==> src/include/socal_regs.vh <==
`ifndef SOCAL_REGS_VH
`define SOCAL_REGS_VH

// Byte addresses of the calibration block (low byte of each pair)
`define SOCAL_X_ACCEL_OFFSET   6'h10
`define SOCAL_Y_ACCEL_OFFSET   6'h12
`define SOCAL_X_ACCEL_GAIN     6'h14
`define SOCAL_Y_ACCEL_GAIN     6'h16
`define SOCAL_X_TILT_OFFSET    6'h18
`define SOCAL_Y_TILT_OFFSET    6'h1A
`define SOCAL_X_TILT_GAIN      6'h1C
`define SOCAL_Y_TILT_GAIN      6'h1E
`define SOCAL_BASE_HI          2'b01

// Register index inside the block (byte address bits 3:1)
`define SOCAL_IDX_XAO          3'd0
`define SOCAL_IDX_YAO          3'd1
`define SOCAL_IDX_XAG          3'd2
`define SOCAL_IDX_YAG          3'd3
`define SOCAL_IDX_XTO          3'd4
`define SOCAL_IDX_YTO          3'd5
`define SOCAL_IDX_XTG          3'd6
`define SOCAL_IDX_YTG          3'd7

// Field widths and reset values
`define SOCAL_ACCEL_OFF_W      4'd12
`define SOCAL_TILT_OFF_W       4'd9
`define SOCAL_GAIN_W           12
`define SOCAL_MASK_12          16'h0FFF
`define SOCAL_MASK_9           16'h01FF
`define SOCAL_OFF_RST          16'h0000
`define SOCAL_GAIN_RST         16'h0800
`define SOCAL_GAIN_SHIFT       11

// Flash hold time after an update starts
`define SOCAL_CLK_PERIOD_NS    5
`define SOCAL_NV_HOLD_NS       50000
`define SOCAL_NV_HOLD_CYC      (`SOCAL_NV_HOLD_NS / `SOCAL_CLK_PERIOD_NS)

`endif

==> src/logic/socal_lane.v <==
`timescale 1ns/10ps
`default_nettype none
`include "socal_regs.vh"

// One channel: gain x (raw + offset), gain 0x800 is unity, saturated
module socal_lane #(
    parameter RAW_W = 14
) (
    input  wire [RAW_W-1:0] raw_i,
    input  wire [15:0]      offset_i,
    input  wire [15:0]      gain_i,
    input  wire [3:0]       off_w_i,
    output reg  [RAW_W-1:0] result_o
);

    localparam PW = RAW_W + 14;

    reg signed [RAW_W:0]  sum;
    reg signed [15:0]     off_s;
    reg signed [PW-1:0]   prod;
    reg signed [PW-1:0]   scaled;
    reg signed [PW-1:0]   top;
    reg signed [PW-1:0]   bot;

    always @* begin
        off_s = offset_i << (16 - off_w_i);
        off_s = off_s >>> (16 - off_w_i);
        sum = $signed({raw_i[RAW_W-1], raw_i}) + $signed(off_s[RAW_W:0]);
        prod = sum * $signed({1'b0, gain_i[`SOCAL_GAIN_W-1:0]});
        scaled = prod >>> `SOCAL_GAIN_SHIFT;
        top = $signed({{(PW-RAW_W+1){1'b0}}, {(RAW_W-1){1'b1}}});
        bot = -top - 1;
        if (scaled > top) begin
            result_o = top[RAW_W-1:0];
        end else if (scaled < bot) begin
            result_o = bot[RAW_W-1:0];
        end else begin
            result_o = scaled[RAW_W-1:0];
        end
    end

endmodule

`default_nettype wire

==> src/logic/socal_top.v <==
`timescale 1ns/10ps
`default_nettype none
`include "socal_regs.vh"

module socal_top #(
    parameter RAW_W       = 14,
    parameter NV_HOLD_CYC = `SOCAL_NV_HOLD_CYC
) (
    input  wire               clk_i,
    input  wire               reset_n_i,
    // Decoded register write (one byte)
    input  wire               wr_en_i,
    input  wire [5:0]         wr_addr_i,
    input  wire [7:0]         wr_data_i,
    // Register read (byte pair)
    input  wire               rd_en_i,
    input  wire [5:0]         rd_addr_i,
    output wire [15:0]        rd_data_o,
    output wire               rd_hit_o,
    // Commands
    input  wire               null_cmd_i,
    input  wire               flash_update_i,
    // Nonvolatile store
    input  wire               nv_restore_i,
    input  wire [127:0]       nv_image_i,
    output wire               nv_store_o,
    output wire [127:0]       nv_image_o,
    output wire               nv_busy_o,
    // Raw samples
    input  wire               sample_valid_i,
    input  wire [RAW_W-1:0]   x_accel_raw_i,
    input  wire [RAW_W-1:0]   y_accel_raw_i,
    input  wire [RAW_W-1:0]   x_tilt_raw_i,
    input  wire [RAW_W-1:0]   y_tilt_raw_i,
    // Calibrated results
    output wire               cal_valid_o,
    output wire [RAW_W-1:0]   x_accel_out_o,
    output wire [RAW_W-1:0]   y_accel_out_o,
    output wire [RAW_W-1:0]   x_tilt_out_o,
    output wire [RAW_W-1:0]   y_tilt_out_o
);

    localparam CNT_W = 16;

    reg  [15:0]        cal_ff [0:7];
    reg  [15:0]        nxt_cal [0:7];
    reg  [RAW_W-1:0]   raw_ff [0:3];
    reg  [RAW_W-1:0]   out_ff [0:3];
    wire [RAW_W-1:0]   lane_res [0:3];
    wire [RAW_W-1:0]   raw_in [0:3];
    reg  [15:0]        rd_data_ff;
    reg                rd_hit_ff;
    reg                cal_valid_ff;
    reg                nv_store_ff;
    reg  [127:0]       nv_image_ff;
    reg                nv_busy_ff;
    reg  [CNT_W-1:0]   nv_cnt_ff;
    reg  [CNT_W-1:0]   nxt_nv_cnt;
    reg                nxt_nv_busy;
    reg  [127:0]       cal_flat;
    wire               wr_hit;
    integer            i;
    integer            j;
    integer            k;
    integer            m;

    // Data mask of a register by index
    function [15:0] data_mask;
        input [2:0] idx;
        begin
            if (idx == `SOCAL_IDX_XTO || idx == `SOCAL_IDX_YTO) begin
                data_mask = `SOCAL_MASK_9;
            end else begin
                data_mask = `SOCAL_MASK_12;
            end
        end
    endfunction

    // Reset value of a register by index
    function [15:0] reset_val;
        input [2:0] idx;
        begin
            if (idx[1]) begin
                reset_val = `SOCAL_GAIN_RST;
            end else begin
                reset_val = `SOCAL_OFF_RST;
            end
        end
    endfunction

    // Offset index of a channel: 0,1 accel and 4,5 tilt
    function [2:0] off_idx;
        input [1:0] ch;
        begin
            off_idx = {ch[1], 1'b0, ch[0]};
        end
    endfunction

    // Byte address inside the calibration block
    function in_block;
        input [5:0] addr;
        begin
            in_block = (addr[5:4] == `SOCAL_BASE_HI);
        end
    endfunction

    // Offset field width of a channel: 0,1 accel and 2,3 tilt
    function [3:0] off_width;
        input [1:0] ch;
        begin
            if (ch[1]) begin
                off_width = `SOCAL_TILT_OFF_W;
            end else begin
                off_width = `SOCAL_ACCEL_OFF_W;
            end
        end
    endfunction

    // Negated reading, saturated to the offset field width
    function [15:0] neg_sat;
        input [RAW_W-1:0] raw;
        input [3:0]       w;
        reg signed [RAW_W:0] neg;
        reg signed [RAW_W:0] lim;
        begin
            neg = -$signed({raw[RAW_W-1], raw});
            lim = $signed({{RAW_W{1'b0}}, 1'b1}) <<< (w - 1);
            if (neg > lim - 1) begin
                neg = lim - 1;
            end else if (neg < -lim) begin
                neg = -lim;
            end
            neg_sat = {{(15-RAW_W){neg[RAW_W]}}, neg} & ((16'h0001 << w) - 16'h0001);
        end
    endfunction

    assign raw_in[0] = x_accel_raw_i;
    assign raw_in[1] = y_accel_raw_i;
    assign raw_in[2] = x_tilt_raw_i;
    assign raw_in[3] = y_tilt_raw_i;

    assign wr_hit = wr_en_i && in_block(wr_addr_i);

    // Register file update: restore, else host byte writes, then null
    always @* begin
        for (i = 0; i < 8; i = i + 1) begin
            nxt_cal[i] = cal_ff[i];
        end
        if (nv_restore_i) begin
            for (i = 0; i < 8; i = i + 1) begin
                nxt_cal[i] = nv_image_i[i*16 +: 16] & data_mask(i[2:0]);
            end
        end else begin
            if (wr_hit) begin
                if (wr_addr_i[0]) begin
                    nxt_cal[wr_addr_i[3:1]][15:8] = wr_data_i;
                end else begin
                    nxt_cal[wr_addr_i[3:1]][7:0] = wr_data_i;
                end
                nxt_cal[wr_addr_i[3:1]] = nxt_cal[wr_addr_i[3:1]]
                                          & data_mask(wr_addr_i[3:1]);
            end
            // Null last, so it wins over an offset write in the same cycle
            if (null_cmd_i) begin
                for (i = 0; i < 4; i = i + 1) begin
                    nxt_cal[off_idx(i[1:0])] = neg_sat(raw_ff[i],
                        off_width(i[1:0]));
                end
            end
        end
    end

    always @(posedge clk_i or negedge reset_n_i) begin
        if (!reset_n_i) begin
            for (j = 0; j < 8; j = j + 1) begin
                cal_ff[j] <= reset_val(j[2:0]);
            end
        end else begin
            for (j = 0; j < 8; j = j + 1) begin
                cal_ff[j] <= nxt_cal[j];
            end
        end
    end

    // Calibration lanes, one per channel
    genvar g;
    generate
        for (g = 0; g < 4; g = g + 1) begin : lane
            localparam [1:0] CH = {g >= 2, (g % 2) == 1};
            socal_lane #(
                .RAW_W    (RAW_W)
            ) u_lane (
                .raw_i    (raw_in[g]),
                .offset_i (cal_ff[off_idx(CH)]),
                .gain_i   (cal_ff[off_idx(CH) + 3'd2]),
                .off_w_i  (off_width(CH)),
                .result_o (lane_res[g])
            );
        end
    endgenerate

    // Sample capture and output registers
    always @(posedge clk_i or negedge reset_n_i) begin
        if (!reset_n_i) begin
            for (k = 0; k < 4; k = k + 1) begin
                raw_ff[k] <= {RAW_W{1'b0}};
                out_ff[k] <= {RAW_W{1'b0}};
            end
            cal_valid_ff <= 1'b0;
        end else begin
            cal_valid_ff <= sample_valid_i;
            if (sample_valid_i) begin
                for (k = 0; k < 4; k = k + 1) begin
                    raw_ff[k] <= raw_in[k];
                    out_ff[k] <= lane_res[k];
                end
            end
        end
    end

    // Register read: one cycle, either address of a pair returns both bytes
    always @(posedge clk_i or negedge reset_n_i) begin
        if (!reset_n_i) begin
            rd_data_ff <= 16'h0000;
            rd_hit_ff  <= 1'b0;
        end else if (rd_en_i) begin
            rd_hit_ff <= in_block(rd_addr_i);
            if (in_block(rd_addr_i)) begin
                rd_data_ff <= cal_ff[rd_addr_i[3:1]];
            end else begin
                rd_data_ff <= 16'h0000;
            end
        end
    end

    // Flash update: snapshot, store pulse, busy for the hold time
    always @* begin
        for (m = 0; m < 8; m = m + 1) begin
            cal_flat[m*16 +: 16] = cal_ff[m];
        end
        nxt_nv_cnt  = nv_cnt_ff;
        nxt_nv_busy = nv_busy_ff;
        if (nv_busy_ff) begin
            if (nv_cnt_ff == NV_HOLD_CYC[CNT_W-1:0] - 1'b1) begin
                nxt_nv_busy = 1'b0;
                nxt_nv_cnt  = {CNT_W{1'b0}};
            end else begin
                nxt_nv_cnt = nv_cnt_ff + 1'b1;
            end
        end else if (flash_update_i) begin
            nxt_nv_busy = 1'b1;
            nxt_nv_cnt  = {CNT_W{1'b0}};
        end
    end

    always @(posedge clk_i or negedge reset_n_i) begin
        if (!reset_n_i) begin
            nv_store_ff <= 1'b0;
            nv_image_ff <= 128'h0;
            nv_busy_ff  <= 1'b0;
            nv_cnt_ff   <= {CNT_W{1'b0}};
        end else begin
            nv_store_ff <= flash_update_i && !nv_busy_ff;
            if (flash_update_i && !nv_busy_ff) begin
                nv_image_ff <= cal_flat;
            end
            nv_busy_ff <= nxt_nv_busy;
            nv_cnt_ff  <= nxt_nv_cnt;
        end
    end

    assign rd_data_o     = rd_data_ff;
    assign rd_hit_o      = rd_hit_ff;
    assign nv_store_o    = nv_store_ff;
    assign nv_image_o    = nv_image_ff;
    assign nv_busy_o     = nv_busy_ff;
    assign cal_valid_o   = cal_valid_ff;
    assign x_accel_out_o = out_ff[0];
    assign y_accel_out_o = out_ff[1];
    assign x_tilt_out_o  = out_ff[2];
    assign y_tilt_out_o  = out_ff[3];

endmodule

`default_nettype wire

==> config.mk <==
export PLATFORM = sky130hd
export DESIGN_NAME = socal_top
export DESIGN_NICKNAME = d
export VERILOG_FILES = /design/src/logic/socal_lane.v /design/src/logic/socal_top.v
export VERILOG_INCLUDE_DIRS = /design/src /design/src/include
export SDC_FILE = /design/constraint.sdc
export NUM_CORES = 2
export LEC_CHECK = 0
export BUFFER_PORTS_ARGS = -buffer_cell sky130_fd_sc_hd__buf_2
export CORE_MARGIN = 8
export CORE_UTILIZATION = 50
export DETAILED_ROUTE_END_ITERATION = 10
export HOLD_SLACK_MARGIN = 0.02
export PLACE_DENSITY = 0.69
export SYNTH_ARGS = -nofsm -noshare
export SYNTH_HDL_FRONTEND = slang
export SYNTH_SLANG_ARGS = --single-unit
==> constraint.sdc <==
create_clock -name clk_i -period 11.3 [get_ports clk_i]
set_clock_uncertainty 0.15 [all_clocks]
set_input_delay 2.26 -clock clk_i [delete_from_list [all_inputs] [get_ports clk_i]]
set_output_delay 2.26 -clock clk_i [all_outputs]
set_load 0.005 [all_outputs]
======== Word-level counts from Yosys, hierarchy flattened ========
Index checks and enable logic that the tools add are counted.
W data, S select, Z words.
storage, ports and cells
  flip-flop bits (word level) ............. 404
  bits of input ports ..................... 212
  logic and storage cells ................. 157
cells by class
  add/sub/neg operators ................... 17
  multiply operators ...................... 4
  magnitude comparators ................... 19
  eq/ne operators ......................... 5
  shift operators ......................... 4
  muxes and demuxes ....................... 62
  bitwise operators ....................... 15
  reduce and logical (&&, ||, !) cells .... 8
operators with widths
  operator                  count
  $mux W128                 5
  $bwmux W128               3
  $mux W15                  16
  $mux W16                  14
  $and A16 B16 Y16          13
  $demux W16 S3             3
  $mul A15 B13 Y28          4
  $mux W14                  8
  $bmux W16 S3              2
  $gt A17 B14 Y1 const B    4
  $lt A17 B14 Y1 const B    4
  $gt A15 B16 Y1            4
  $mux W32                  2
  $sshl A2 B32 Y15 const A  2
  $lt A15 B15 Y1            4
  $neg A14 Y15              4
  $shl A1 B4 Y16 const A    2
  $sub A15 B2 Y16 const B   2
  $sub A16 B1 Y16 const B   2
  $add A14 B12 Y15          2
  $add A14 B9 Y15           2
  $neg A15 Y15              2
  $add A16 B1 Y16 const B   1
  $eq A16 B14 Y1 const B    1
  other kinds (15)          28

======== Logic depth before layout (Yosys ltp) ========
  depth after elaboration ................. 17
  gate-level depth with buffers ........... 35
  mapped depth without buffers ............ 33

======== Hierarchy ========
A second synthesis with hierarchy kept.
second synthesis, totals
  cell total of the unflattened synthesis .. 6245
  area, all modules ....................... 55544.5 µm²
by module, submodules not included
  module                            instances  cells an instance  area an instance (µm²)  sequential area each (µm²)
  socal_top                         1          2015               19982.9                 10114.7
  socal_lane at lane[0].u_lane ...  2          1063               8921.1                  0.0
  socal_lane at lane[2].u_lane      1          1068               9058.7                  0.0
  socal_lane at lane[3].u_lane      1          1036               8660.8                  0.0

======== Worst setup path before layout ========
OpenSTA, ideal clock, no wires.
  path kind ............................... input -> register
  start point ............................. input port y_accel_raw_i[0]
  end point ............................... register out_ff, in the netlist y_accel_out_o[1]
  library setup time ...................... 0.126 ns
  arrival time ............................ 9.954 ns
  data required time ...................... 11.024 ns
  slack ................................... 1.070 ns
  stages .................................. 35
  buffers on the path ..................... 3
  cell sequence ........................... ha_1 -> inv_1 -> fa_1 -> nor2b_1 -> o21ai_0 -> a21boi_0 -> o21ai_0 -> a21boi_0 -> o21ai_0 -> a21oi_1 -> a211o_1 -> a311oi_4 -> clkbuf_1 -> o21ai_0 -> fa_1 -> clkbuf_1 -> inv_1 -> fa_1 -> fa_1 -> fa_1 -> inv_1 -> fa_1 -> inv_1 -> ha_1 -> a21o_1 -> a21o_1 -> a21o_1 -> a21oi_1 -> o21ai_0 -> a41oi_1 -> mux2_2 -> o311a_1 -> o21a_1 -> buf_2 -> a221o_1
on the way
  longest elaborated chain between the ends .. 5
ends and longest elaborated chain
  item                           line             text
  start, declared                socal_top.v:32   input wire [RAW_W-1:0] y_accel_raw_i,
  $add A14 B12 Y15 *             socal_lane.v:28  sum = $signed({raw_i[RAW_W-1], raw_i}) + $signed(off_s[RAW_W:0]);
  $mul A15 B13 Y28 *             socal_lane.v:29  prod = sum * $signed({1'b0, gain_i[`SOCAL_GAIN_W-1:0]});
  $lt A17 B14 Y1                 socal_lane.v:35  end else if (scaled < bot) begin
  $mux W14                       socal_lane.v:35
  $mux W14 *                     socal_lane.v:33  if (scaled > top) begin
  end signal, assigned by index  socal_top.v:207  out_ff[k] <= {RAW_W{1'b0}};
  end signal, assigned by index  socal_top.v:215  out_ff[k] <= lane_res[k];
  end, declared                  socal_top.v:48   reg [RAW_W-1:0] out_ff [0:3];
Mark *: on every way between the ends. The rest lies on a longest branch, timed or not.
A chain may end at the register's enable or synchronous reset.

======== Worst setup path after layout ========
  start point ............................. input port y_tilt_raw_i[0]
  end point ............................... register out_ff, in the netlist y_tilt_out_o[6]
on the way
  longest elaborated chain between the ends .. 5
ends and longest elaborated chain
  item                line             text
  start, declared     socal_top.v:34   input wire [RAW_W-1:0] y_tilt_raw_i,
  $add A14 B9 Y15 *   socal_lane.v:28
  $mul A15 B13 Y28 *  socal_lane.v:29
  $lt A17 B14 Y1      socal_lane.v:35
  $mux W14            socal_lane.v:35
  $mux W14 *          socal_lane.v:33
Marked as above.

==> qor.txt <==
DRC Markers -> 0
Number of synthesized flops with an enable pin -> 0
Arr. time, crit path -> 11010 ps
CTS clk-pin slew, worst paths -> 60 ps
Clock Sinks -> 404
Port bufs -> 376
Hold WC Path Type -> flip-flop to flip-flop
CP Max Fanout -> 17
Setup TNS -> 0 ps
Hold_sp -> nv_image_o[39]
Largest area contributor in the netlist -> fa_1
Hold Buf Count CTS -> 0
WL final -> 151000 µm
Row count -> 114
Reg-to-reg endpoint -> y_tilt_out_o[6]
Least-Margin Pin Slew -> 1250 ps
Yosys warns -> 0
I/O pins -> 416
Clk_lat worst skew -> 660 ps
Clk root buf -> clkbuf_16
Die Area -> 107000 µm²
CP Class -> input pin to flip-flop
Proportion of layout cells with a drive suffix above 1 -> 12.2%
Gpl congestion -> 0.969
Final period util -> 93.7%
CTS tree -> yes
# fillers -> 8716
Synthesized area -> 48500 µm²
Setup Fix Bufs, Post-CTS -> 0
Initial DRT Pass Iterations -> 6
Max Cap Viol -> 0
Status -> complete, no violations
Area growth from synthesis to layout -> 10.3%
Via count -> 39500
Initial antenna violation count -> 18
First-pass GRT wire length -> 234000 µm
Ys async rst share -> 100%
Post-DRT Antenna Nets -> 0
Final net count -> 6834
Top area cells in the synthesized netlist -> fa_1 (27%), dfrtp_1 (21%), ha_1 (8.1%)
Startpoint Class -> input pin
Initial Util -> 50.3%
Hold EP -> nv_image_o[39]
RSZ-0062 raised after global routing -> no
WHS -> 317 ps
Setup Viol. Count Final -> 0
Worst Setup End Kind -> flip-flop
GRT overflow -> 0
Post-Synthesis Cells -> 5401
H-tree Lvls -> 2
Final max-slew violation count -> 0
Slew HR -> 16.3%
Final worst slack -> 714 ps
WL/cell -> 21.6 µm
Synth Area per Inst -> 8.98 µm²
Flop2flop setup slack -> 1860 ps
Max Buffers Root-to-Sink -> 3
Min cycle time layout -> 10590 ps
DR iter-0 viols -> 3284
Std-Cell Core Area -> 96400 µm²
HPWL Detailed -> 119000 µm
Inserted Clock Buffers -> 49
Post-synthesis register bit count -> 404
Crit-path most repeated cell -> fa_1
Top-area cell type share of the netlist area -> 27.1%
Highest cell delay on the worst timing path -> 830 ps
Vias in the first global route -> 39700
Worst slack, placed -> 211 ps
Final Util -> 55.5%
Post-CTS Resized -> 0
Gr usage total -> 28.1%
Routed vias/inst -> 5.66
Worst R2R Start -> cal_ff[32]
Main synth FF type -> dfrtp_1
Synth unique cells -> 89
R2R cell count -> 33
Crit path required time -> 11730 ps
Critical-path top delay cell -> fa_1
Die Span Y -> 327 µm
Synth Net Count -> 6582
Die Width -> 327 µm
Hold Path Stages -> 2
FMAX -> 94.5 MHz
Final Hold Vio Count -> 0
Post-synthesis sequential area ratio -> 20.9%
Largest net degree at the start of global routing -> 176
## registers in the layout (all words and copies together), names as in the netlist
register,flops
cal_ff,128
x_tilt_out_o,14
y_accel_out_o,14
nv_cnt_ff,16
nv_image_o,128
y_tilt_out_o,14
rd_data_o,16
raw_ff,56
rd_hit_o,1
nv_busy_o,1
cal_valid_o,1
nv_store_o,1
x_accel_out_o,14
## cell type report
| cell class | instances | area (µm²) | area share (%) |
|---|---|---|---|
| diodes | 14 | 35.0 | 0.0655 |
| clock inverters | 21 | 315 | 0.589 |
| inverters | 948 | 3560 | 6.66 |
| well taps | 1276 | 1600 | 2.98 |
| clock buffers | 69 | 1390 | 2.60 |
| flip-flops and latches | 404 | 10100 | 18.9 |
| repair buffers | 479 | 2700 | 5.04 |
| multi-input cells | 3771 | 33800 | 63.2 |
## through the flow
stage          area, µm²  instances
5_1_grt            53500       6975
6_report           53500       6982
3_5_place_dp       51800       6878
3_3_place_gp       51800       6878
2_1_floorplan      48500       5401
4_1_cts            53500       6968
## synth_stat cells (all sizes together), types with 59 or more instances
cell and number:
nor2 184, inv 945, xor2 62, clkbuf 238
and3 59, mux2i 89, ha 313, nand2 838
nand3 62, a21oi 162, and2 352, fa 656
dfrtp 400, o21ai 249, xnor2 108
## routing by layer
metal,routed length [µm],GRT usage [%],vias up,share of wire (%)
met2,66700,42.1,1732,44
met3,16600,8.21,350,11
met1,61000,38.0,19800,40
li1,-,-,17600,-
met4,6810,11.8,10,4.5
met5,57,0,-,0.038
## cell usage in the layout (no fill, tap or decap), types with 12 or more instances in the layout
cell type / instances
mux2_2: 53
o22ai_1: 24
nor3_1: 36
o21a_1: 34
a21o_1: 42
fa_1: 656
nand2b_1: 42
and2_1: 352
a211oi_1: 22
nand2_1: 838
o21ai_1: 13
or3_1: 15
mux4_2: 38
a21oi_1: 162
nand3_1: 62
nor4_1: 12
a31oi_1: 20
o221ai_1: 18
nand4_1: 14
buf_2: 373
mux2i_1: 89
nor2b_1: 52
buf_4: 103
clkbuf_16: 49
inv_1: 944
diode_2: 14
dfrtp_1: 400
and3_1: 59
ha_1: 313
o31ai_1: 26
o21ai_0: 235
xnor2_1: 108
a221o_1: 39
xor2_1: 62
nor2_1: 183
## kinds of logic (layout without fill, tap and decap cells)
family / count (synthesis) / in the layout / synth area share [%]
buffers and inverters: 1226 / 1517 / 9.56
muxes: 180 / 180 / 4.83
adders and majority gates: 972 / 972 / 35.2
DFF: 404 / 404 / 20.9
xor gates and xnor gates: 170 / 170 / 3.07
AOI/OAI and AO/OA: 740 / 740 / 9.83
other: 0 / 14 / 0
and+or+nand+nor: 1709 / 1709 / 16.6
## worst max-delay path, delay by kind of cell
family                   cells  cell delay (ps)
AND/OR/NAND/NOR              2              820
buffers and inverters        6              620
XOR/XNOR                     1              190
adder cells (fa/ha/maj)      8             3500
AO/OA/AOI/OAI               17             3620
## how the worst max path moves through the flow
stage,startpoint,endpoint,slack (ps),cells past startpoint
after global placement,y_tilt_raw_i[0],y_tilt_out_o[2],230,34
after CTS,y_tilt_raw_i[0],y_tilt_out_o[3],830,34
after floorplan,y_accel_raw_i[0],y_accel_out_o[1],1070,35
final,y_tilt_raw_i[0],y_tilt_out_o[6],710,34
after detailed placement,y_tilt_raw_i[0],y_tilt_out_o[6],210,34
after global routing,y_tilt_raw_i[0],y_tilt_out_o[6],20,34
Power is left out: the tool's default activity adds up to more than one toggle a clock period on the data nets, which glitch-free logic cannot reach.
